**config.mk**
```make
export PLATFORM = sky130hd
export DESIGN_NAME = asd_top
export DESIGN_NICKNAME = d
export VERILOG_FILES = /design/src/logic/asd_pkg.sv /design/src/logic/asd_regfile.sv /design/src/logic/asd_top.sv
export SDC_FILE = /design/constraint.sdc
export NUM_CORES = 1
export LEC_CHECK = 0
export BUFFER_PORTS_ARGS = -buffer_cell sky130_fd_sc_hd__buf_2
export CAP_MARGIN = 20
export CELL_PAD_IN_SITES_DETAIL_PLACEMENT = 1
export CELL_PAD_IN_SITES_GLOBAL_PLACEMENT = 2
export CORE_UTILIZATION = 40
export DETAILED_ROUTE_END_ITERATION = 8
export GPL_ROUTABILITY_DRIVEN = 0
export PLACE_DENSITY_LB_ADDON = 0.15
export SLEW_MARGIN = 20
export SYNTH_ARGS = -nofsm -noshare
export SYNTH_HDL_FRONTEND = slang
export SYNTH_SLANG_ARGS = --single-unit
```
**constraint.sdc**
```tcl
create_clock -name ref_clk_i -period 5.7 [get_ports ref_clk_i]
set_clock_uncertainty 0.05 [all_clocks]
set_input_delay 0.285 -clock ref_clk_i [delete_from_list [all_inputs] [get_ports ref_clk_i]]
set_output_delay 0.285 -clock ref_clk_i [all_outputs]
set_load 0.03 [all_outputs]
```
**src/logic/asd_pkg.sv**
```systemverilog
// Shared widths, operand/function/destination encodings and reset values of the ALU slice.
package asd_pkg;

	localparam int ASD_WIDTH = 16;
	localparam int ASD_DEPTH = 16;
	localparam int ASD_ADDR_W = 4;

	// ----------------------------------------------------------------
	// Field encodings
	// ----------------------------------------------------------------
	typedef enum logic [2:0]
	{
		src_a_and_q = 3'h0,
		src_a_and_b = 3'h1,
		src_zero_and_q = 3'h2,
		src_zero_and_b = 3'h3,
		src_zero_and_a = 3'h4,
		src_ext_and_a = 3'h5,
		src_ext_and_q = 3'h6,
		src_ext_and_zero = 3'h7
	} asd_src_t;

	typedef enum logic [2:0]
	{
		func_add = 3'h0,
		func_s_minus_r = 3'h1,
		func_r_minus_s = 3'h2,
		func_or = 3'h3,
		func_and = 3'h4,
		func_inv_r_and_s = 3'h5,
		func_xor = 3'h6,
		func_xnor = 3'h7
	} asd_func_t;

	typedef enum logic [2:0]
	{
		dest_load_q_only = 3'h0,
		dest_nop = 3'h1,
		dest_file_write_y_bypass = 3'h2,
		dest_file_write = 3'h3,
		dest_both_shift_down = 3'h4,
		dest_file_shift_down = 3'h5,
		dest_both_shift_up = 3'h6,
		dest_file_shift_up = 3'h7
	} asd_dest_t;

	// ----------------------------------------------------------------
	// Reset values
	// ----------------------------------------------------------------
	localparam logic [15:0] ASD_WORD_RST = 16'h0000;
	localparam logic [2:0] ASD_SRC_RST = 3'h0;
	localparam logic [2:0] ASD_FUNC_RST = 3'h0;
	localparam logic [2:0] ASD_DEST_RST = 3'h1;
	localparam logic ASD_OE_N_RST = 1'b1;

endpackage

```
**src/logic/asd_regfile.sv**
```systemverilog
// Two-read, one-write register file with registered read data and write-first forwarding.
module asd_regfile #(
	parameter int WIDTH = 16,
	parameter int DEPTH = 16,
	parameter int ADDR_W = 4
)
(
	input wire logic ref_clk_i,
	input wire logic [ADDR_W-1:0] rd_addr_a_i,
	input wire logic [ADDR_W-1:0] rd_addr_b_i,
	input wire logic wr_en_i,
	input wire logic [ADDR_W-1:0] wr_addr_i,
	input wire logic [WIDTH-1:0] wr_data_i,
	output logic [WIDTH-1:0] rd_data_a_o,
	output logic [WIDTH-1:0] rd_data_b_o
);

	logic [WIDTH-1:0] mem_q [DEPTH];

	always_ff @(posedge ref_clk_i)
	begin
		if (wr_en_i)
		begin
			mem_q[wr_addr_i] <= wr_data_i;
		end
	end

	// Write-first: a read of the word being written sees the new value,
	// so back-to-back read-modify-write on one word needs no stall
	always_ff @(posedge ref_clk_i)
	begin
		rd_data_a_o <= (wr_en_i && wr_addr_i == rd_addr_a_i) ? wr_data_i : mem_q[rd_addr_a_i];
		rd_data_b_o <= (wr_en_i && wr_addr_i == rd_addr_b_i) ? wr_data_i : mem_q[rd_addr_b_i];
	end

endmodule

```
**src/logic/asd_top.sv**
```systemverilog
// Sixteen-bit microprogrammed ALU slice: operand select, ALU, shifters, Q register and status.
//
// Contract
// - Source field picks R and S operands
// - Function field picks one of eight operations
// - Add gives R plus S plus carry
// - S minus R adds inverted R, carry
// - R minus S adds inverted S, carry
// - Logic functions ignore the carry input
// - Add status: carry, overflow, lookahead P, G
// - Subtract status uses complemented subtrahend bits
// - Destinations 0, 2, 3: Q or file loads; 1 loads nothing
// - Destinations 4 to 7: shifted file; 4 and 6 also shift Q
// - Result bus shows A port for code 2
// - Shift pins carry edge bits between slices
// - Operands held while file writes at B
// - Open-drain zero detect plus separate sign output
module asd_top
	import asd_pkg::*;
#(
	parameter int WIDTH = ASD_WIDTH,
	parameter int DEPTH = ASD_DEPTH,
	parameter int ADDR_W = ASD_ADDR_W
)
(
	input wire logic ref_clk_i,
	input wire logic srst_i,
	input wire logic [ADDR_W-1:0] addr_a_i,
	input wire logic [ADDR_W-1:0] addr_b_i,
	input wire logic [2:0] source_select_field_i,
	input wire logic [2:0] function_select_field_i,
	input wire logic [2:0] destination_select_field_i,
	input wire logic [WIDTH-1:0] data_i,
	input wire logic carry_in_i,
	input wire logic oe_n_i,
	input wire logic file_shift_low_pin_i,
	output logic file_shift_low_pin_o,
	output logic file_shift_low_pin_oe_n_o,
	input wire logic file_shift_high_pin_i,
	output logic file_shift_high_pin_o,
	output logic file_shift_high_pin_oe_n_o,
	input wire logic qshift_low_pin_i,
	output logic qshift_low_pin_o,
	output logic qshift_low_pin_oe_n_o,
	input wire logic qshift_high_pin_i,
	output logic qshift_high_pin_o,
	output logic qshift_high_pin_oe_n_o,
	output logic [WIDTH-1:0] y_o,
	output logic y_oe_n_o,
	output logic carry_out_o,
	output logic gen_n_o,
	output logic prop_n_o,
	output logic overflow_out_o,
	output logic result_sign_out_o,
	output logic zero_o,
	output logic zero_oe_n_o
);

	// ----------------------------------------------------------------
	// Helpers
	// ----------------------------------------------------------------
	function automatic logic [WIDTH:0] asd_add(input logic [WIDTH-1:0] a, input logic [WIDTH-1:0] b,
		input logic c);
		return {1'b0, a} + {1'b0, b} + {{WIDTH{1'b0}}, c};
	endfunction

	// ----------------------------------------------------------------
	// Operand stage: instruction captured with the file read
	// ----------------------------------------------------------------
	asd_src_t src_q;
	asd_func_t func_q;
	asd_dest_t dest_q;
	logic [WIDTH-1:0] d_q;
	logic cin_q;
	logic [ADDR_W-1:0] wr_addr_q;
	logic [WIDTH-1:0] rd_a;
	logic [WIDTH-1:0] rd_b;
	logic [WIDTH-1:0] q_q;

	always_ff @(posedge ref_clk_i)
	begin
		if (srst_i)
		begin
			src_q <= asd_src_t'(ASD_SRC_RST);
			func_q <= asd_func_t'(ASD_FUNC_RST);
			dest_q <= asd_dest_t'(ASD_DEST_RST);
			d_q <= ASD_WORD_RST;
			cin_q <= 1'b0;
			wr_addr_q <= '0;
		end
		else
		begin
			src_q <= asd_src_t'(source_select_field_i);
			func_q <= asd_func_t'(function_select_field_i);
			dest_q <= asd_dest_t'(destination_select_field_i);
			d_q <= data_i;
			cin_q <= carry_in_i;
			wr_addr_q <= addr_b_i;
		end
	end

	// ----------------------------------------------------------------
	// ALU
	// ----------------------------------------------------------------
	logic [WIDTH-1:0] r_op;
	logic [WIDTH-1:0] s_op;
	logic [WIDTH-1:0] r_eff;
	logic [WIDTH-1:0] s_eff;
	logic [WIDTH:0] sum_full;
	logic [WIDTH:0] sum_low;
	logic [WIDTH:0] gen_chain;
	logic [WIDTH-1:0] f;
	logic arith;
	logic c_out;
	logic overflow_out;
	logic p_n;
	logic g_n;

	always_comb
	begin
		unique case (src_q)
			src_a_and_q: begin r_op = rd_a; s_op = q_q; end
			src_a_and_b: begin r_op = rd_a; s_op = rd_b; end
			src_zero_and_q: begin r_op = '0; s_op = q_q; end
			src_zero_and_b: begin r_op = '0; s_op = rd_b; end
			src_zero_and_a: begin r_op = '0; s_op = rd_a; end
			src_ext_and_a: begin r_op = d_q; s_op = rd_a; end
			src_ext_and_q: begin r_op = d_q; s_op = q_q; end
			src_ext_and_zero: begin r_op = d_q; s_op = '0; end
		endcase
	end

	always_comb
	begin
		// One's complement of the subtrahend; cin supplies the +1
		r_eff = (func_q == func_s_minus_r) ? ~r_op : r_op;
		s_eff = (func_q == func_r_minus_s) ? ~s_op : s_op;
		sum_full = asd_add(r_eff, s_eff, cin_q);
		sum_low = asd_add({1'b0, r_eff[WIDTH-2:0]}, {1'b0, s_eff[WIDTH-2:0]}, cin_q);
		// Group generate equals the carry out with no carry in
		gen_chain = asd_add(r_eff, s_eff, 1'b0);
		arith = (func_q == func_add) || (func_q == func_s_minus_r) || (func_q == func_r_minus_s);
		unique case (func_q)
			func_add: f = sum_full[WIDTH-1:0];
			func_s_minus_r: f = sum_full[WIDTH-1:0];
			func_r_minus_s: f = sum_full[WIDTH-1:0];
			func_or: f = r_op | s_op;
			func_and: f = r_op & s_op;
			func_inv_r_and_s: f = ~r_op & s_op;
			func_xor: f = r_op ^ s_op;
			func_xnor: f = ~(r_op ^ s_op);
		endcase
		c_out = arith & sum_full[WIDTH];
		overflow_out = arith & (sum_full[WIDTH] ^ sum_low[WIDTH-1]);
		p_n = ~(arith & (&(r_eff | s_eff)));
		g_n = ~(arith & gen_chain[WIDTH]);
	end

	// ----------------------------------------------------------------
	// Destination and shifters
	// ----------------------------------------------------------------
	logic file_we;
	logic [WIDTH-1:0] file_wd;
	logic q_we;
	logic [WIDTH-1:0] q_d;

	always_comb
	begin
		file_we = 1'b0;
		file_wd = f;
		q_we = 1'b0;
		q_d = f;
		unique case (dest_q)
			dest_load_q_only: q_we = 1'b1;
			dest_nop: file_we = 1'b0;
			dest_file_write_y_bypass: file_we = 1'b1;
			dest_file_write: file_we = 1'b1;
			dest_both_shift_down:
			begin
				file_we = 1'b1;
				file_wd = {file_shift_high_pin_i, f[WIDTH-1:1]};
				q_we = 1'b1;
				q_d = {qshift_high_pin_i, q_q[WIDTH-1:1]};
			end
			dest_file_shift_down:
			begin
				file_we = 1'b1;
				file_wd = {file_shift_high_pin_i, f[WIDTH-1:1]};
			end
			dest_both_shift_up:
			begin
				file_we = 1'b1;
				file_wd = {f[WIDTH-2:0], file_shift_low_pin_i};
				q_we = 1'b1;
				q_d = {q_q[WIDTH-2:0], qshift_low_pin_i};
			end
			dest_file_shift_up:
			begin
				file_we = 1'b1;
				file_wd = {f[WIDTH-2:0], file_shift_low_pin_i};
			end
		endcase
	end

	// Operands come from registered read data, so the write at B below
	// cannot disturb the values the ALU is working on this cycle
	asd_regfile #(
		.WIDTH(WIDTH),
		.DEPTH(DEPTH),
		.ADDR_W(ADDR_W)
	) u_file (
		.ref_clk_i(ref_clk_i),
		.rd_addr_a_i(addr_a_i),
		.rd_addr_b_i(addr_b_i),
		.wr_en_i(file_we),
		.wr_addr_i(wr_addr_q),
		.wr_data_i(file_wd),
		.rd_data_a_o(rd_a),
		.rd_data_b_o(rd_b)
	);

	always_ff @(posedge ref_clk_i)
	begin
		if (srst_i)
		begin
			q_q <= ASD_WORD_RST;
		end
		else if (q_we)
		begin
			q_q <= q_d;
		end
	end

	// ----------------------------------------------------------------
	// Registered outputs
	// ----------------------------------------------------------------
	always_ff @(posedge ref_clk_i)
	begin
		if (srst_i)
		begin
			y_o <= ASD_WORD_RST;
			carry_out_o <= 1'b0;
			gen_n_o <= 1'b1;
			prop_n_o <= 1'b1;
			overflow_out_o <= 1'b0;
			result_sign_out_o <= 1'b0;
			zero_o <= 1'b0;
			zero_oe_n_o <= 1'b1;
		end
		else
		begin
			y_o <= (dest_q == dest_file_write_y_bypass) ? rd_a : f;
			carry_out_o <= c_out;
			gen_n_o <= g_n;
			prop_n_o <= p_n;
			overflow_out_o <= overflow_out;
			result_sign_out_o <= f[WIDTH-1];
			// Open drain: pull low only while the result is non-zero
			zero_o <= 1'b0;
			zero_oe_n_o <= (f == '0);
		end
	end

	always_ff @(posedge ref_clk_i)
	begin
		if (srst_i)
		begin
			y_oe_n_o <= ASD_OE_N_RST;
		end
		else
		begin
			y_oe_n_o <= oe_n_i;
		end
	end

	// Shift pins turn round with the destination code; a cascaded neighbour
	// sees our edge bit one cycle after the shift that produced it
	always_ff @(posedge ref_clk_i)
	begin
		if (srst_i)
		begin
			file_shift_low_pin_o <= 1'b0;
			file_shift_low_pin_oe_n_o <= 1'b1;
			file_shift_high_pin_o <= 1'b0;
			file_shift_high_pin_oe_n_o <= 1'b1;
			qshift_low_pin_o <= 1'b0;
			qshift_low_pin_oe_n_o <= 1'b1;
			qshift_high_pin_o <= 1'b0;
			qshift_high_pin_oe_n_o <= 1'b1;
		end
		else
		begin
			file_shift_low_pin_o <= f[0];
			file_shift_low_pin_oe_n_o <= ~(dest_q == dest_both_shift_down || dest_q == dest_file_shift_down);
			file_shift_high_pin_o <= f[WIDTH-1];
			file_shift_high_pin_oe_n_o <= ~(dest_q == dest_both_shift_up || dest_q == dest_file_shift_up);
			qshift_low_pin_o <= q_q[0];
			qshift_low_pin_oe_n_o <= ~(dest_q == dest_both_shift_down || dest_q == dest_file_shift_down);
			qshift_high_pin_o <= q_q[WIDTH-1];
			qshift_high_pin_oe_n_o <= ~(dest_q == dest_both_shift_up || dest_q == dest_file_shift_up);
		end
	end

endmodule

```
Word-level counts from Yosys, hierarchy flattened
Memories as Yosys holds them, arrays and structs flattened. A register that Yosys moved wholly into a read port is not among the register bits.
Index checks and enable logic that the tools add are counted.
{ "op_classes": {"mux": 12, "bitwise": 17, "eq_ne": 20, "reduce_logical": 20, "n_addsub": 4} }
{ "op_table": {"columns": ["op", "n"], "rows": [
  ["16-bit case mux with 6 select lines", 1],
  ["16-bit case mux with 2 select lines", 2],
  ["16-bit case mux with 4 select lines", 1],
  ["16-bit 2-to-1 mux", 3],
  ["16-bit inverter", 3],
  ["16-bit case mux with 3 select lines", 1],
  ["3-bit == test (second input constant)", 12],
  ["16-bit bitwise AND", 2],
  ["16-bit OR", 2],
  ["3-bit by 2-bit == test with 1-bit output (second input constant)", 6],
  ["16-bit by 16-bit adder with 17-bit output", 1],
  ["17-bit by 1-bit adder with 17-bit output", 1],
  ["15-bit by 15-bit adder with 16-bit output", 1],
  ["16-bit by 1-bit adder with 16-bit output", 1],
  ["16-bit zero test", 1],
  ["16-bit AND reduction", 1],
  ["16-bit bitwise XOR", 1],
  ["3-bit OR reduction", 5],
  ["2-bit OR reduction", 5],
  ["3-bit zero test", 3],
  ["3-bit by 1-bit == test with 1-bit output (second input constant)", 2],
  ["6-bit OR reduction", 1],
  ["1-bit bitwise AND", 4],
  ["1-bit logical OR", 4],
  ["3 further kinds", 9]
]} }
{ "word_totals": {"regBits": 74, "output_inout_bits": 32, "memories": 1, "word_cells": 94, "input_bits": 41, "mem_bits_rw": 256} }
{ "memory_table": {"columns": ["memory", "words", "width", "read_ports", "rd_ports_with_merged_regs", "write_ports", "line", "source"], "rows": [
  ["u_file.mem_q", 16, 16, 2, 2, 1, "asd_regfile.sv:18", "logic [WIDTH-1:0] mem_q [DEPTH];"]
]} }

Logic depth before layout (Yosys ltp)
Gate-level depths: netlist (run 1).
{ "logic_depth": {"depth_word": 9, "mapped_depth": 23, "mapped_depth_nobuf": 20} }

Modules after synthesis
Synthesis (run 1) repeated with hierarchy kept, for this count alone.
{ "hier_totals": {"cells_unflattened": 1406, "hier_area_um2": 18572.8} }
{ "by_module_without_submodules": {"columns": ["module", "seq_area_each_um2", "area_each_um2", "instances", "cells_each"], "rows": [
  ["asd_regfile", 7847.5, 11888.9, 1, 561],
  ["asd_top", 1481.4, 6683.9, 1, 845]
]} }

Worst setup path after synthesis (run 1)
Ideal clock, no wire load.
{ "synth_timing": {"path_type": "flip-flop to flip-flop", "startpoint": "register func_q[0]", "endpoint": "memory u_file.mem_q[0][15] (data pin)", "setup_time_ns": 0.291, "required_time_ns": 5.359, "slack_ns": 0.003, "stages_incl_launch_ff": 21, "period_less_slack_ns": 5.697, "arrival_ns": 5.356, "n_path_buf": 6, "cell_sequence": "dfxtp_1 > clkbuf_1 > buf_2 > buf_1 > nor3b_1 > clkbuf_1 > clkbuf_1 > xnor2_1 > inv_1 > fa_1 > nand2b_1 > a2111oi_0 > a211oi_1 > and4bb_1 > and4_1 > clkbuf_1 > nand4_1 > xnor2_1 > o22ai_1 > o211a_1 > a21oi_1"} }
{ "synth_via": {"elab_chain_len": 6, "elab_cells_between_ends": 15, "cone_classes": "add/sub: 2; eq/ne: 7; mux: 4; reduce/logical: 2"} }
{ "synth_rtl": {"columns": ["element", "line", "source"], "rows": [
  ["start: declaration", "asd_top.sv:71", "asd_func_t func_q;"],
  ["start signal: assignment", "asd_top.sv:85", "func_q <= asd_func_t'(ASD_FUNC_RST);"],
  ["start signal: assignment", "asd_top.sv:94", "func_q <= asd_func_t'(function_select_field_i);"],
  ["3-bit by 1-bit == test with 1-bit output / 3-bit by 2-bit == test with 1-bit output (equally long branches)", "asd_top.sv:136, asd_top.sv:143, asd_top.sv:137", null],
  ["16-bit 2-to-1 mux, on equally long branches", "asd_top.sv:136, asd_top.sv:137", null],
  ["16-bit by 16-bit adder with 17-bit output", "asd_top.sv:64", "return {1'b0, a} + {1'b0, b} + {{WIDTH{1'b0}}, c};"],
  ["17-bit by 1-bit adder with 17-bit output", "asd_top.sv:64", null],
  ["16-bit case mux with 6 select lines (*)", "asd_top.sv:143", "unique case (func_q)"],
  ["16-bit case mux with 2 select lines (*)", "asd_top.sv:173", "unique case (dest_q)"],
  ["named net file_wd[15]", "asd_top.sv:163", "logic [WIDTH-1:0] file_wd;"],
  ["end: declaration", "asd_regfile.sv:18", null]
]} }
The timed path passes the listed nets; every way through them passes the cells marked *.

==> flow_summary.yaml, run 1 <==
synth:
  syn-cell-area_mm2: 0.0188
  synth_top_area_share_pct: 40.8
  synth.area.top_cells: "edfxtp_1 (41%), mux4_2 (13%), dfxtp_1 (8.7%)"
  synth_nets: 1579
  yosysUniqueCellTypes: 97
  synth_flop_cell: "edfxtp_1"
  yosys.area.top_type: "edfxtp_1"
  yosys_warnings: 0
  synth-seq-cells: 338
  syn_inst: 1486
  synth_edf_count: 256
  async_reset_ff_share_pct: 0
  yosysSeqAreaShare_pct: 49.5
  synth.avg_cell_area_um2: 12.7
cts:
  cts_max_path_buffers: 3
  cts_tree: "built"
  cts.clk_slew.worst_paths_ps: 60
  htreeDepth: 2
  cts-buffers-inserted: 39
  cts-root-buf: "clkbuf_16"
  clk-insertion-delay-late_ps: 580
  clkSinkCount: 338
timing:
  fin_crit_ps: 5450
  hold_violations: 0
  fmax_mhz: 184
  period_share_pct: 95.6
  max_slew.worst_pin.slew_ps: 1040
  holdWs_ps: 127
  setup-violations-final: 0
  slew_viol_final: 0
  relSlewSlack_pct: 30.0
global_routing:
  grt_first_pass_wirelength_um: 96000
  grt_start_max_net_pins: 62
  first_global_vias: 14600
  grt_overflow: 0
  grtUsageTotal_pct: 27.6
  antenna_found_initial: 0
power_and_ir_drop:
  swShare_pct: 31.6
  p_int_uw: 5520
  p_switching_uw: 2550
  pwr-share-clk_pct: 32.9
  combPwrFrac_pct: 29.7
  power_leakage_uw: 0.00888
  peakVddDrop_mv: 0.320
  p_seq_share_pct: 37.4
  powerDensity_mw_per_mm2: 345
final_layout:
  nets: 1863
  drive_gt1_share_pct: 32.4
  final_cell_mix: "edfxtp_1 (256), buf_4 (226), mux4_2 (107)"
  final_core_util_pct: 50.4
  syn_to_final_growth_pct: 24.2
  layout_commonest_cell: "edfxtp_1"
  diodes: 0
drt:
  drt_first_iter_violations: 1149
  drcViolationCount: 0
  wl_per_cell_um: 27.4
  routed_wl_um: 65800
  via_per_inst: 5.83
  ant_nets: 0
  num_vias: 14000
  drtPass1Iterations: 5
floorplanning:
  coreArea_mm2: 0.0465
  pin_count: 73
  initial_core_util_pct: 40.6
  num_rows: 79
  fp.dieH_um: 219
  die_width_um: 219
  die-area_mm2: 0.0480
critical_path:
  end_kind: "register"
  path_class: "reg2reg"
  worstPathRequired_ps: 6080
  rrSetupSlack_ps: 250
  crit_path_start_kind: "register"
  cp.arrival_ps: 5830
  path_max_fanout: 12
  r2r-end: "u_file.mem_q[15][10]$_DFFE_PP_"
  reg2regPathDepth: 20
worst_hold_path:
  hp-class: "in2reg"
  min-delay-start: "qshift_high_pin_i"
  hold-path-cell-count: 4
  hold_end: "q_q[15]$_SDFFE_PP0P_"
outcome:
  status: "complete, no violations"
placed_design:
  detailed_place_hpwl_um: 47600
  numPortBuffers: 71
flow_run:
  drv_cap: 0
## layer usage
layer / global-route usage [%] / vias to the layer above / wire (um)
met5: 0 / - / 0
met4: 9.07 / 0 / 2090
met3: 3.63 / 101 / 3040
met2: 48.5 / 432 / 33200
met1: 35.1 / 7219 / 27400
li1: - / 6268 / -
## worst max-delay path, stage by stage (launching register included)
cell	delay, ps
dfxtp_4	420
buf_12	170
mux4_2	520
mux4_2	580
a221oi_2	260
a221o_1	250
xnor2_1	170
ha_1	330
buf_4	190
o311ai_0	610
a211oi_4	80
and4b_2	360
buf_4	130
mux2i_2	250
nor2_1	80
buf_4	160
nor2_1	120
a21oi_2	50
o21ai_2	140
buf_4	180
clkbuf_4	190
## layout make-up
cell class / instances / area, um^2
Fill cell: 4818 / 23100
Sequential cell: 338 / 9350
Multi-Input combinational cell: 986 / 9070
Timing Repair Buffer: 347 / 2650
Clock buffer: 45 / 1040
Tap cell: 607 / 759
Clock inverter: 24 / 305
Inverter: 58 / 221
## how the worst max path moves through the flow
stage          slack (ps)                              to                 start
2_1_floorplan           3   u_file.mem_q[0][15]$_DFFE_PP_  func_q[0]$_SDFF_PP0_
3_3_place_gp         -110   u_file.mem_q[5][13]$_DFFE_PP_              register
3_5_place_dp         -370   u_file.mem_q[7][13]$_DFFE_PP_              register
4_1_cts                20   u_file.mem_q[4][14]$_DFFE_PP_              register
5_1_grt               -30   u_file.mem_q[2][15]$_DFFE_PP_              register
6_report              250  u_file.mem_q[15][10]$_DFFE_PP_              register
## cells by family (layout without fill, tap and decap cells)
group | after synthesis | in the layout | synth area share, %
muxes | 203 | 203 | 18.4
DFF | 338 | 338 | 49.5
buffers and inverters | 162 | 474 | 4.00
xor gates and xnor gates | 76 | 76 | 3.53
AOI/OAI and AO/OA | 302 | 302 | 11.9
adders and majority gates | 52 | 52 | 3.53
and+or+nand+nor | 352 | 352 | 9.16
other | 1 | 1 | 0.0199
## sequential cells by signal, indices dropped and copies added, names as in the netlist, 3 cells and up, named ones only
| signal | count |
|---|---|
| func_q | 3 |
| u_file.mem_q | 256 |
| dest_q | 3 |
| wr_addr_q | 4 |
| d_q | 16 |
| q_q | 16 |
| src_q | 3 |
| y_o | 16 |
## power by group through the flow
stage	clock (uW)	sequential, uW	combinational, uW
global route	2780	3020	2580
CTS	2690	3010	2280
finish	2660	3010	2400
detailed placement	0	3070	2240
global placement	0	3060	2200
floorplan	0	3110	1190
## stage by stage
stage | area (um^2) | setup TNS, ps | worst slack (ps) | cells | total power (uW)
after floorplan | 18800 | 0 | 2.64 | 1486 | 4300
after global placement | 21400 | -1710 | -107 | 2291 | 5260
after detailed placement | 21400 | -6480 | -369 | 2291 | 5310
after CTS | 23100 | 0 | 17.2 | 2395 | 7990
after global routing | 23400 | -630 | -33.1 | 2405 | 8390
final | 23400 | 0 | 253 | 2405 | 8070
## cells in the mapped netlist, drive strengths merged, types with 20 or more instances
| cell | instances |
|---|---|
| a22oi | 20 |
| mux4 | 112 |
| a21oi | 55 |
| clkbuf | 48 |
| a22o | 20 |
| nor2 | 87 |
| xnor2 | 40 |
| ha | 50 |
| xor2 | 36 |
| dfxtp | 82 |
| buf | 56 |
| edfxtp | 256 |
| nor3 | 27 |
| nor2b | 44 |
| nand2 | 104 |
| mux2i | 84 |
| inv | 57 |
| o21ai | 54 |
## what timing repair did
| item | in CTS | in global routing |
|---|---|---|
| gates resized for setup | 3 | 56 |
| hold buffers | 35 | 0 |
| endpoints found under the hold margin | 39 | 0 |
| buffers inserted | 0 | 8 |
| pin swaps | 0 | 9 |
| endpoints found under the setup margin | 33 | 115 |
| cloned | 0 | 2 |
No activity file was read; power rests on OpenSTA's default activity.
==> inputs of run 2 (changes only) <==
CORE_ASPECT_RATIO = 0.9   (was default)
==> flow_summary.yaml, run 2 (synthesized netlist as in run 1, its figures left out) <==
outcome:
  status: "complete, no violations"
timing:
  setup-violations-final: 0
  fin_ws_ps: 147
  fin_crit_ps: 5550
  slew_viol_final: 0
  period_share_pct: 97.4
  hold_violations: 0
  tns_ps: 0
  max_slew.worst_pin.slew_ps: 990
  fmax_mhz: 180
  relSlewSlack_pct: 33.8
cts:
  cts_tree: "built"
  cts.clk_slew.worst_paths_ps: 60
  htreeDepth: 2
  clkSinkCount: 338
  cts-buffers-inserted: 39
  clk-insertion-delay-late_ps: 590
  cts_max_path_buffers: 3
  cts-root-buf: "clkbuf_16"
worst_hold_path:
  hold_end: "q_q[15]$_SDFFE_PP0P_"
  hold-path-cell-count: 4
  min-delay-start: "qshift_high_pin_i"
  hp-class: "in2reg"
critical_path:
  crit_chain: "buf_12 -> buf_6 -> mux4_2 -> mux4_2 -> a221oi_2 -> a221o_1 -> xnor2_1 -> ha_1 -> buf_4 -> nand2_1 -> nor3_1 -> a211oi_1 -> o221a_2 -> buf_4 -> and4b_1 -> nand3_1 -> a211o_1 -> buf_4 -> o211ai_1 -> o21ai_2 -> buf_6"
  rrSetupSlack_ps: 150
  path_max_fanout: 8
  worstPathRequired_ps: 5960
  cpMostUsedCell: "buf_4"
  reg2regPathDepth: 21
  r2r-end: "u_file.mem_q[10][12]$_DFFE_PP_"
  cp_slowest_stage_delay_ps: 570
  path_buf_inv: 6
  cp.arrival_ps: 5820
  cp_slowest_cell: "mux4_2"
  path_class: "reg2reg"
  crit_family: "compound AO/OA/AOI/OAI gates"
  end_kind: "register"
  crit_path_start_kind: "register"
global_routing:
  first_global_vias: 14900
  grtUsageTotal_pct: 28.7
  antenna_found_initial: 2
  grt_first_pass_wirelength_um: 101000
  grt_overflow: 0
  grt_start_max_net_pins: 62
final_layout:
  regMostFlops: "u_file.mem_q"
  diodes: 0
  drive_gt1_share_pct: 32.9
  fin_area_mm2: 0.0235
  nets: 1862
  largest_register_ffs: 256
  layout_commonest_cell: "edfxtp_1"
  final_cells: 2416
  final_cell_mix: "edfxtp_1 (256), buf_4 (223), mux4_2 (107)"
  syn_to_final_growth_pct: 24.9
floorplanning:
  num_rows: 75
  die_width_um: 231
  pin_count: 73
  die-area_mm2: 0.0480
  fp.dieH_um: 208
  initial_core_util_pct: 40.5
  coreArea_mm2: 0.0465
placed_design:
  place_inst: 2299
  numPortBuffers: 71
  place_ws_ps: -461
  detailed_place_hpwl_um: 48400
  place_area_mm2: 0.0214
drt:
  drtPass1Iterations: 5
  wl_per_cell_um: 28.3
  drcViolationCount: 0
  routed_wl_um: 68400
  ant_nets: 0
  drt_first_iter_violations: 1216
  num_vias: 14200
  via_per_inst: 5.89
flow_run:
  drv_cap: 0
power_and_ir_drop:
  peakVddDrop_mv: 0.267
  power_leakage_uw: 0.00894
  powerDensity_mw_per_mm2: 348
==> run 2: changes by cell type in the layout (fill, tap and decap cells not counted), sizes merged <==
cell / delta
bufinv: +1
clkinvlp: -2
inv: +1
clkbuf: +2
==> run 2: power by group <==
part	internal (uW)	switching [uW]
clock	1640	1100
combinational	1030	1410
sequential	2950	67.3
==> run 2: worst max path at each step <==
| stage | startpoint | to | depth (start not counted) |
|---|---|---|---|
| 3_3_place_gp | register | u_file.mem_q[12][13]$_DFFE_PP_ | 19 |
| 4_1_cts | register | u_file.mem_q[0][15]$_DFFE_PP_ | 22 |
| 6_report | register | u_file.mem_q[10][12]$_DFFE_PP_ | 21 |
| 5_1_grt | register | u_file.mem_q[5][12]$_DFFE_PP_ | 21 |
| 2_1_floorplan | func_q[0]$_SDFF_PP0_ | u_file.mem_q[0][15]$_DFFE_PP_ | 20 |
| 3_5_place_dp | register | u_file.mem_q[13][13]$_DFFE_PP_ | 20 |
==> run 2: routing by layer <==
layer | wire [um] | part of all wire (%) | track usage (%)
met1 | 29100 | 43 | 38.6
met2 | 33800 | 49 | 48.5
met3 | 3910 | 5.7 | 4.18
met4 | 1560 | 2.3 | 7.31
met5 | 0 | 0 | 0
==> run 2: final cells by class <==
cell class              instances  area (um^2)
clock buffers                  48         1080
fillers                      4779        23000
flip-flops and latches        338         9350
clock inverters                24          309
well taps                     616          771
inverters                      58          218
repair buffers                346         2660
multi-input cells             986         9160
==> run 2: worst min-delay path, stage by stage <==
cell,delay [ps]
buf_2,90
mux2i_1,60
a21oi_1,140
a22o_1,130
==> run 2: timing repair <==
item                                    in CTS  in global routing
cloned                                       0                  2
endpoints found under the setup margin     113                146
buffers inserted                             1                  7
pin swaps                                    0                 11
resized for setup                            9                 60
hold buffers                                35                  0
hold endpoints to repair                    39                  0
==> run 2: through the flow <==
stage | utilization [%] | total power (uW) | hold slack [ps]
finish | 50.6 | 8190 | 97.8
global route | 50.6 | 8500 | 135
CTS | 49.8 | 8110 | 81.5
detailed placement | 46.0 | 5340 | 339
global placement | 46.0 | 5300 | 341
floorplan | - | 4300 | 263
